===== src/hdl/rst_ctl_pkg.sv =====
// Shared constants and types for the reset sequencing block
package rst_ctl_pkg;

  // ==========================================================
  // Clock and timing
  // ==========================================================
  localparam int CLK_PERIOD_NS   = 50;
  localparam int POR_DELAY_US    = 250;
  localparam int HW_DELAY_US     = 250;
  localparam int HW_MIN_LOW_NS   = 20;
  localparam int SW_DELAY_NS     = 100;

  // Least times round up, never below one cycle
  function automatic int min_cycles(input int t_ns);
    int c;
    c = (t_ns + CLK_PERIOD_NS - 1) / CLK_PERIOD_NS;
    return (c < 1) ? 1 : c;
  endfunction

  localparam int POR_DELAY_CYC   = min_cycles(POR_DELAY_US * 1000);
  localparam int HW_DELAY_CYC    = min_cycles(HW_DELAY_US * 1000);
  localparam int HW_MIN_LOW_CYC  = min_cycles(HW_MIN_LOW_NS);
  localparam int SW_DELAY_CYC    = min_cycles(SW_DELAY_NS);
  localparam int TMR_W           = 13;

  // ==========================================================
  // Register map
  // ==========================================================
  localparam logic [7:0] ADDR_ICFG0   = 8'h00;
  localparam logic [7:0] ADDR_ICFG1   = 8'h01;
  localparam logic [7:0] ADDR_PD_CTRL = 8'h02;
  localparam logic [7:0] ADDR_STATUS  = 8'h03;

  localparam int         ICFG0_SOFT_RESET_BIT = 7;
  localparam logic [7:0] ICFG0_RST    = 8'h00;
  localparam logic [7:0] ICFG1_RST    = 8'h00;
  localparam logic [7:0] PD_CTRL_RST  = 8'h00;

  localparam int STATUS_VALID_BIT = 0;
  localparam int STATUS_CAUSE_LSB = 1;

  typedef enum logic [1:0] {
    CAUSE_NONE = 2'b00,
    CAUSE_POR  = 2'b01,
    CAUSE_HW   = 2'b10,
    CAUSE_SW   = 2'b11
  } reset_cause_t;

  typedef enum logic [2:0] {
    ST_POR_WAIT = 3'b000,
    ST_POR_DLY  = 3'b001,
    ST_HW_HOLD  = 3'b010,
    ST_HW_DLY   = 3'b011,
    ST_SW_DLY   = 3'b100,
    ST_READY    = 3'b101
  } seq_state_t;

  // ==========================================================
  // Register port carrier
  // ==========================================================
  typedef struct packed {
    logic [7:0] addr;
    logic [7:0] wdata;
    logic       wr;
    logic       rd;
  } reg_req_t;

endpackage


===== src/hdl/device_reset_control.sv =====
// Reset sequencer and register file of the monitor-and-control device
// Functional notes
// - Once every supply rail is up the device raises its own power-on reset event.
// - A power-on reset loads every register with its default value.
// - After a power-on reset the serial port is valid only once 250 us have passed.
// - After reset the device sits in power-down mode set by register 0x02.
// - A low of at least 20 ns on the reset pin starts a hardware reset.
// - A hardware reset restores all defaults and the port is valid 250 us later.
// - Writing a one to the soft reset bit of register 0x00 starts a software reset.
// - A software reset restores all registers except those at 0x00 and 0x01.
// - After a software reset the port is valid only once 100 ns have passed.
module device_reset_control #(
  parameter int POR_CYC = rst_ctl_pkg::POR_DELAY_CYC,
  parameter int HW_CYC  = rst_ctl_pkg::HW_DELAY_CYC
) (
  input  wire logic                  clk_sys,
  input  wire logic                  nrst,
  input  wire logic                  supplies_ok,
  input  wire logic                  reset_pin_n,
  input  wire rst_ctl_pkg::reg_req_t reg_req,
  output logic [7:0]                 reg_rdata,
  output logic                       comm_valid,
  output logic [7:0]                 block_enable
);

  rst_ctl_pkg::seq_state_t   st_q;
  rst_ctl_pkg::seq_state_t   st_d;
  rst_ctl_pkg::reset_cause_t cause_q;
  rst_ctl_pkg::reset_cause_t cause_d;
  logic [3:0]                lo_cnt_q;
  logic [3:0]                lo_cnt_d;
  logic                      hw_req;
  logic                      sw_go;
  logic                      wr_ok;
  logic                      tmr_load;
  logic [rst_ctl_pkg::TMR_W-1:0] tmr_cycles;
  logic                      tmr_expired;
  logic [6:0]                icfg0_q;
  logic [6:0]                icfg0_d;
  logic [7:0]                icfg1_q;
  logic [7:0]                icfg1_d;
  logic [7:0]                pd_q;
  logic [7:0]                pd_d;
  logic [7:0]                rdata_q;
  logic [7:0]                rdata_d;
  logic                      valid_q;
  logic                      valid_d;
  logic [7:0]                en_q;
  logic [7:0]                en_d;

  // Register read view; the soft reset bit always reads zero
  function automatic logic [7:0] read_mux(input logic [7:0] a);
    logic [7:0] r;
    r = 8'h00;
    unique case (a)
      rst_ctl_pkg::ADDR_ICFG0:   r = {1'b0, icfg0_q};
      rst_ctl_pkg::ADDR_ICFG1:   r = icfg1_q;
      rst_ctl_pkg::ADDR_PD_CTRL: r = pd_q;
      rst_ctl_pkg::ADDR_STATUS:
      begin
        r[rst_ctl_pkg::STATUS_VALID_BIT] = valid_q;
        r[rst_ctl_pkg::STATUS_CAUSE_LSB +: 2] = cause_q;
      end
      default:                   r = 8'h00;
    endcase
    return r;
  endfunction

  // ==========================================================
  // Reset pin low-time qualifier
  // ==========================================================
  always_comb
  begin
    lo_cnt_d = 4'h0;
    if (!reset_pin_n)
    begin
      lo_cnt_d = (lo_cnt_q == 4'hF) ? lo_cnt_q : lo_cnt_q + 4'h1;
    end
  end

  assign hw_req = (32'(lo_cnt_d) >= rst_ctl_pkg::HW_MIN_LOW_CYC);

  // ==========================================================
  // Sequencer
  // ==========================================================
  assign wr_ok = reg_req.wr && (st_q == rst_ctl_pkg::ST_READY) && !hw_req;
  assign sw_go = wr_ok && (reg_req.addr == rst_ctl_pkg::ADDR_ICFG0)
                 && reg_req.wdata[rst_ctl_pkg::ICFG0_SOFT_RESET_BIT];

  always_comb
  begin
    st_d       = st_q;
    cause_d    = cause_q;
    tmr_load   = 1'b0;
    tmr_cycles = '0;
    if (!supplies_ok)
    begin
      st_d = rst_ctl_pkg::ST_POR_WAIT;
    end
    else if (hw_req)
    begin
      st_d = rst_ctl_pkg::ST_HW_HOLD;
    end
    else
    begin
      unique case (st_q)
        rst_ctl_pkg::ST_POR_WAIT:
        begin
          // Rails are up: issue the power-on event
          st_d       = rst_ctl_pkg::ST_POR_DLY;
          cause_d    = rst_ctl_pkg::CAUSE_POR;
          tmr_load   = 1'b1;
          tmr_cycles = rst_ctl_pkg::TMR_W'(POR_CYC);
        end
        rst_ctl_pkg::ST_HW_HOLD:
        begin
          st_d       = rst_ctl_pkg::ST_HW_DLY;
          cause_d    = rst_ctl_pkg::CAUSE_HW;
          tmr_load   = 1'b1;
          tmr_cycles = rst_ctl_pkg::TMR_W'(HW_CYC);
        end
        rst_ctl_pkg::ST_POR_DLY,
        rst_ctl_pkg::ST_HW_DLY,
        rst_ctl_pkg::ST_SW_DLY:
        begin
          if (tmr_expired)
          begin
            st_d = rst_ctl_pkg::ST_READY;
          end
        end
        rst_ctl_pkg::ST_READY:
        begin
          if (sw_go)
          begin
            st_d       = rst_ctl_pkg::ST_SW_DLY;
            cause_d    = rst_ctl_pkg::CAUSE_SW;
            tmr_load   = 1'b1;
            tmr_cycles = rst_ctl_pkg::TMR_W'(rst_ctl_pkg::SW_DELAY_CYC);
          end
        end
        default:
        begin
          st_d = rst_ctl_pkg::ST_POR_WAIT;
        end
      endcase
    end
  end

  reset_delay_timer #(
    .W (rst_ctl_pkg::TMR_W)
  ) u_timer (
    .clk_sys (clk_sys),
    .nrst    (nrst),
    .load    (tmr_load),
    .cycles  (tmr_cycles),
    .expired (tmr_expired)
  );

  // ==========================================================
  // Register file
  // ==========================================================
  always_comb
  begin
    icfg0_d = icfg0_q;
    icfg1_d = icfg1_q;
    pd_d    = pd_q;
    if (st_d == rst_ctl_pkg::ST_POR_WAIT || st_d == rst_ctl_pkg::ST_HW_HOLD)
    begin
      // Full default load
      icfg0_d = rst_ctl_pkg::ICFG0_RST[6:0];
      icfg1_d = rst_ctl_pkg::ICFG1_RST;
      pd_d    = rst_ctl_pkg::PD_CTRL_RST;
    end
    else if (sw_go)
    begin
      // 0x00 keeps the written bits, 0x01 untouched
      icfg0_d = reg_req.wdata[6:0];
      pd_d    = rst_ctl_pkg::PD_CTRL_RST;
    end
    else if (wr_ok)
    begin
      unique case (reg_req.addr)
        rst_ctl_pkg::ADDR_ICFG0:   icfg0_d = reg_req.wdata[6:0];
        rst_ctl_pkg::ADDR_ICFG1:   icfg1_d = reg_req.wdata;
        rst_ctl_pkg::ADDR_PD_CTRL: pd_d    = reg_req.wdata;
        default:                   pd_d    = pd_q;
      endcase
    end
  end

  // ==========================================================
  // Outputs
  // ==========================================================
  always_comb
  begin
    rdata_d = 8'h00;
    if (reg_req.rd && st_q == rst_ctl_pkg::ST_READY)
    begin
      rdata_d = read_mux(reg_req.addr);
    end
    valid_d = (st_d == rst_ctl_pkg::ST_READY);
    // Blocks stay off while not ready; power-down bits gate them
    en_d    = valid_d ? pd_d : 8'h00;
  end

  always_ff @(posedge clk_sys or negedge nrst)
  begin
    if (!nrst)
    begin
      st_q     <= rst_ctl_pkg::ST_POR_WAIT;
      cause_q  <= rst_ctl_pkg::CAUSE_NONE;
      lo_cnt_q <= 4'h0;
      icfg0_q  <= rst_ctl_pkg::ICFG0_RST[6:0];
      icfg1_q  <= rst_ctl_pkg::ICFG1_RST;
      pd_q     <= rst_ctl_pkg::PD_CTRL_RST;
      rdata_q  <= 8'h00;
      valid_q  <= 1'b0;
      en_q     <= 8'h00;
    end
    else
    begin
      st_q     <= st_d;
      cause_q  <= cause_d;
      lo_cnt_q <= lo_cnt_d;
      icfg0_q  <= icfg0_d;
      icfg1_q  <= icfg1_d;
      pd_q     <= pd_d;
      rdata_q  <= rdata_d;
      valid_q  <= valid_d;
      en_q     <= en_d;
    end
  end

  assign reg_rdata    = rdata_q;
  assign comm_valid   = valid_q;
  assign block_enable = en_q;

  // ==========================================================
  // Checks
  // ==========================================================
  logic [rst_ctl_pkg::TMR_W-1:0] chk_cnt_q;
  logic                          in_dly;

  assign in_dly = (st_q == rst_ctl_pkg::ST_POR_DLY) || (st_q == rst_ctl_pkg::ST_HW_DLY)
                  || (st_q == rst_ctl_pkg::ST_SW_DLY);

  always_ff @(posedge clk_sys or negedge nrst)
  begin
    if (!nrst)
    begin
      chk_cnt_q <= '0;
    end
    else
    begin
      chk_cnt_q <= (in_dly && st_d == st_q) ? chk_cnt_q + 1'b1 : '0;
    end
  end
endmodule


===== src/hdl/reset_delay_timer.sv =====
// Down counter that times one reset delay
module reset_delay_timer #(
  parameter int W = 13
) (
  input  wire logic         clk_sys,
  input  wire logic         nrst,
  input  wire logic         load,
  input  wire logic [W-1:0] cycles,
  output logic              expired
);

  logic [W-1:0] cnt_q;
  logic [W-1:0] cnt_d;

  // ==========================================================
  // Count
  // ==========================================================
  always_comb
  begin
    cnt_d = cnt_q;
    if (load)
    begin
      cnt_d = cycles - W'(1);
    end
    else if (cnt_q != '0)
    begin
      cnt_d = cnt_q - W'(1);
    end
  end

  always_ff @(posedge clk_sys or negedge nrst)
  begin
    if (!nrst)
    begin
      cnt_q <= '0;
    end
    else
    begin
      cnt_q <= cnt_d;
    end
  end

  assign expired = (cnt_q == '0) && !load;

endmodule


===== config.mk =====
export PLATFORM = sky130hd
export DESIGN_NAME = device_reset_control
export DESIGN_NICKNAME = d
export VERILOG_FILES = /design/src/hdl/rst_ctl_pkg.sv /design/src/hdl/device_reset_control.sv /design/src/hdl/reset_delay_timer.sv
export SDC_FILE = /design/constraint.sdc
export NUM_CORES = 1
export LEC_CHECK = 0
export ABC_AREA = 1
export BUFFER_PORTS_ARGS = -buffer_cell sky130_fd_sc_hd__buf_2
export CAP_MARGIN = 0
export CORE_MARGIN = 2
export CORE_UTILIZATION = 58
export CTS_CLUSTER_DIAMETER = 120
export CTS_CLUSTER_SIZE = 30
export DETAILED_ROUTE_END_ITERATION = 8
export GPL_TIMING_DRIVEN = 0
export PLACE_DENSITY = 0.88
export SLEW_MARGIN = 40
export SYNTH_ARGS = -nofsm -noshare
export SYNTH_HDL_FRONTEND = slang
export SYNTH_SLANG_ARGS = --single-unit

===== constraint.sdc =====
create_clock -name clk_sys -period 3 [get_ports clk_sys]
set_input_delay 0.6 -clock clk_sys [delete_from_list [all_inputs] [get_ports clk_sys]]
set_output_delay 0.6 -clock clk_sys [all_outputs]
set_load 0.02 [all_outputs]

==> metrics.csv <==
stage,metric,value,unit
timing,period_share,92.13,%
clock_network,clock-sinks,62,
run,drv_cap,0,
setup_path,endpoint_kind,flip-flop,
synthesis,synth_cells,387,
timing,finalHoldViolations,0,
outcome,status,"finished, final reports clean",
layout,nets,461,
global_routing,grt_pass1_vias,2589,
synthesis,synth_compound_area_share,10.06,%
synthesis,yosys.area.top_type,dfrtp_1,
global_routing,antenna_found_initial,0,
synthesis,synth_simple_gate_area_share,28.55,%
setup_path,critical_path.slowest_cell,dfrtp_1,
die,initial_core_util,60.71,%
setup_path,reg2reg_to,u_timer.cnt_q[4]$_DFFE_PN0N_,
setup_path,cp.depth,18,
synthesis,yosysSeqAreaShare,49.72,%
timing,drv_slew,0,
setup_path,reg2reg_slack,0.24,ns
global_routing,gr-total-overflow,0,
layout,mostFrequentLayoutCells,"99 x nand2_1, 62 x dfrtp_1, 59 x inv_1",
detailed_routing,routed_wl,6995,µm
setup_path,timing.rr.start,lo_cnt_q[0]$_DFF_PN0_,
setup_path,crit_type,reg -> reg,
pwr,peakVddDrop,407.9,µV
timing,tightest_slew,0.5574,ns
synthesis,synth_top_family_by_area,simple AND/OR/NAND/NOR gates,
detailed_routing,dr.pass1.iters,5,
setup_path,cp_top_family,simple AND/OR/NAND/NOR gates,
timing,rsz0062_at_grt,false,
synthesis,synth.distinct_cells,40,
synthesis,synthAdderAreaFrac,0.8019,%
detailed_routing,vias,2744,
timing,clock.fmax,0.3618,GHz
setup_path,start_kind,flip-flop,
setup_path,max_stage_delay,0.41,ns
setup_path,crit_path_start,lo_cnt_q[0]$_DFF_PN0_,
synthesis,synth.area.mux_share,1.083,%
detailed_routing,first_iter_violations,239,
placed_design,place_hpwl,4828,µm
die,fp.coreArea,5140,µm²
timing,finalSetupViolations,0,
clock_network,htree_levels,3,
clock_network,ctsLongestPathBuffers,2,
setup_path,endpoint,u_timer.cnt_q[4]$_DFFE_PN0N_,
pwr,leakage,2.009,nW
clock_network,cts_buffers,9,
clock_network,clk_pin_slew,0.08,ns
timing,slew_headroom,62.70,%
timing,finalSetupTns,0,ns
placed_design,routabilityCongestion,0.8811,
synthesis,ys_ff_latch,62,
clock_network,cts_tree,built,
synthesis,ys_top_cells_by_area,"dfrtp_1 50%, nand2_1 12%, inv_1 7.1%",
timing,setup_slack,0.2361,ns
global_routing,grt_pass1_wl,11750,µm
synthesis,syn-cell-area,3120,µm²
detailed_routing,avgRoutedWirePerCell,13.66,µm
detailed_routing,postRouteAntennaNets,0,
clock_network,clk_latency,0.35,ns
placed_design,io_buffer_count,38,
synthesis,syn_nets,411,
setup_path,cp.arrival,3.06,ns
worst_hold_path,hp-class,in -> async,
layout,final_common_cell,nand2_1,
global_routing,grt_max_degree,63,
global_routing,grt_use_total,24.94,%
pwr,powerDensity,618.5,nW/µm²
detailed_routing,route.detailed.drc,0,
timing,min_period,2.764,ns
layout,final_util,71.28,%
synthesis,yosysTopAreaCellShare,49.72,%
synthesis,yosysWarnings,0,
die,ios,39,
setup_path,reg2reg_depth,18,
synthesis,synth_xor_area_share,0.8420,%
setup_path,path_buf_inv,2,
setup_path,cp_cell_sequence,ha_2 -> nand2_1 -> nand2_1 -> nor2_1 -> nor2_1 -> nor2_1 -> nand3_1 -> nor2_2 -> nand3_4 -> nand2_1 -> nor2_1 -> inv_1 -> ha_2 -> nand3_2 -> nor2_4 -> xnor2_1 -> nand2_1 -> inv_1,
timing,final.setup_skew,0.009352,ns
clock_network,cts-root-buf,clkbuf_8,
layout,drive_gt1_share,20.81,%
die,die_w,77.35,µm
detailed_routing,avgViaCountPerCell,5.359,
layout,syn2layout_area_growth,17.40,%
pwr,p_total,2.266,mW
placed_design,dp_worst_setup_slack,0.05992,ns
die,die_h,77.35,µm
setup_path,required,3.29,ns
layout,antenna_cells,0,
die,row_count,26,
synthesis,avgSynthCellArea,8.063,µm²
die,dieArea,5983,µm²
setup_path,path_max_fanout,7,
[repair_timing]
action,4_1_cts,5_1_grt
gates resized for setup,0,5
endpoints found under the setup margin,0,5
hold buffers,0,0
endpoints found under the hold margin,0,0
setup buffers,0,1
[synthesized netlist by cell type]
| master | instances |
|---|---|
| clkbuf_1 | 1 |
| a221oi_1 | 1 |
| nand3b_1 | 2 |
| nand4_1 | 7 |
| inv_2 | 4 |
| nor4_1 | 2 |
| nor2_1 | 42 |
| buf_4 | 1 |
| a21oi_1 | 13 |
| o21ai_1 | 1 |
| a21oi_2 | 1 |
| a31oi_1 | 1 |
| nand3_4 | 2 |
| o211ai_1 | 4 |
| a21boi_0 | 2 |
| o21ai_2 | 1 |
| mux2_2 | 3 |
| nor3_1 | 3 |
| clkinv_1 | 1 |
| ha_1 | 2 |
| xor2_1 | 2 |
| buf_2 | 1 |
| o21ai_0 | 20 |
| o22ai_1 | 3 |
| nor4_2 | 1 |
| dfrtp_1 | 62 |
| nor2_4 | 1 |
| inv_1 | 59 |
| nand2_2 | 4 |
| nand2_1 | 99 |
| o21bai_1 | 1 |
| a21oi_4 | 2 |
| nor2_2 | 7 |
| nand2_4 | 1 |
| a22oi_1 | 1 |
| xnor2_1 | 1 |
| buf_6 | 2 |
| nand3_1 | 24 |
| or2_2 | 1 |
| nand3_2 | 1 |
[kinds of logic (layout without fill, tap and decap cells)]
logic type / after synthesis / after routing
adder cells (fa/ha/maj): 2 / 2
buffers and inverters: 69 / 124
multiplexers: 3 / 3
AO/OA/AOI/OAI: 51 / 51
flip-flops: 62 / 62
AND/OR/NAND/NOR: 197 / 197
XOR/XNOR: 3 / 3
[how the worst min path moves through the flow]
stage                     slack, ns              startpoint  depth (start not counted)                   endpoint
after global routing           0.27                    nrst                          1     icfg0_q[4]$_DFFE_PN0P_
after detailed placement       0.47  icfg1_q[5]$_DFFE_PN0P_                          2     icfg1_q[5]$_DFFE_PN0P_
after floorplan                0.30                    nrst                          0  block_enable[0]$_DFF_PN0_
final                          0.22                    nrst                          1     reg_rdata[6]$_DFF_PN0_
after global placement         0.47  icfg1_q[3]$_DFFE_PN0P_                          2     icfg1_q[3]$_DFFE_PN0P_
after CTS                      0.35                    nrst                          1     reg_rdata[6]$_DFF_PN0_
[flip-flops by register name (all words and copies together), names as in the netlist]
register,flops
comm_valid,1
pd_q,8
lo_cnt_q,4
icfg0_q,7
icfg1_q,8
reg_rdata,8
u_timer.cnt_q,13
st_q,3
cause_q,2
block_enable,8
[final cells by class]
| cell class | instances | area (µm²) |
|---|---|---|
| Sequential cell | 62 | 1551 |
| Fill cell | 369 | 1476 |
| Multi-Input combinational cell | 256 | 1310 |
| Inverter | 64 | 240.2 |
| Timing Repair Buffer | 39 | 203.9 |
| Clock buffer | 10 | 137.6 |
| Clock inverter | 6 | 93.84 |
| Tap cell | 70 | 87.58 |
| Buffer | 5 | 38.79 |
[where the power goes]
group | internal [mW] | switching [mW] | total, mW
combinational | 0.161 | 0.274 | 0.436
sequential | 0.916 | 0.0653 | 0.981
clock | 0.496 | 0.354 | 0.849
total | 1.57 | 0.693 | 2.27
[stage by stage]
stage / hold WS [ns] / instance area, µm² / instances
3_3_place_gp: 0.4664 / 3398 / 495
6_report: 0.2168 / 3664 / 512
2_1_floorplan: 0.3044 / 3120 / 387
3_5_place_dp: 0.4732 / 3401 / 495
4_1_cts: 0.3501 / 3632 / 511
5_1_grt: 0.2725 / 3664 / 512
[layer usage]
metal | vias to the layer above | share of wire, % | track usage [%]
li1 | 1327 | - | -
met1 | 1305 | 43 | 32.79
met2 | 94 | 50 | 40.43
met3 | 18 | 5.2 | 4.070
met4 | 0 | 2.5 | 12.14
met5 | - | 0 | 0
No activity file was read; power rests on OpenSTA's default activity.
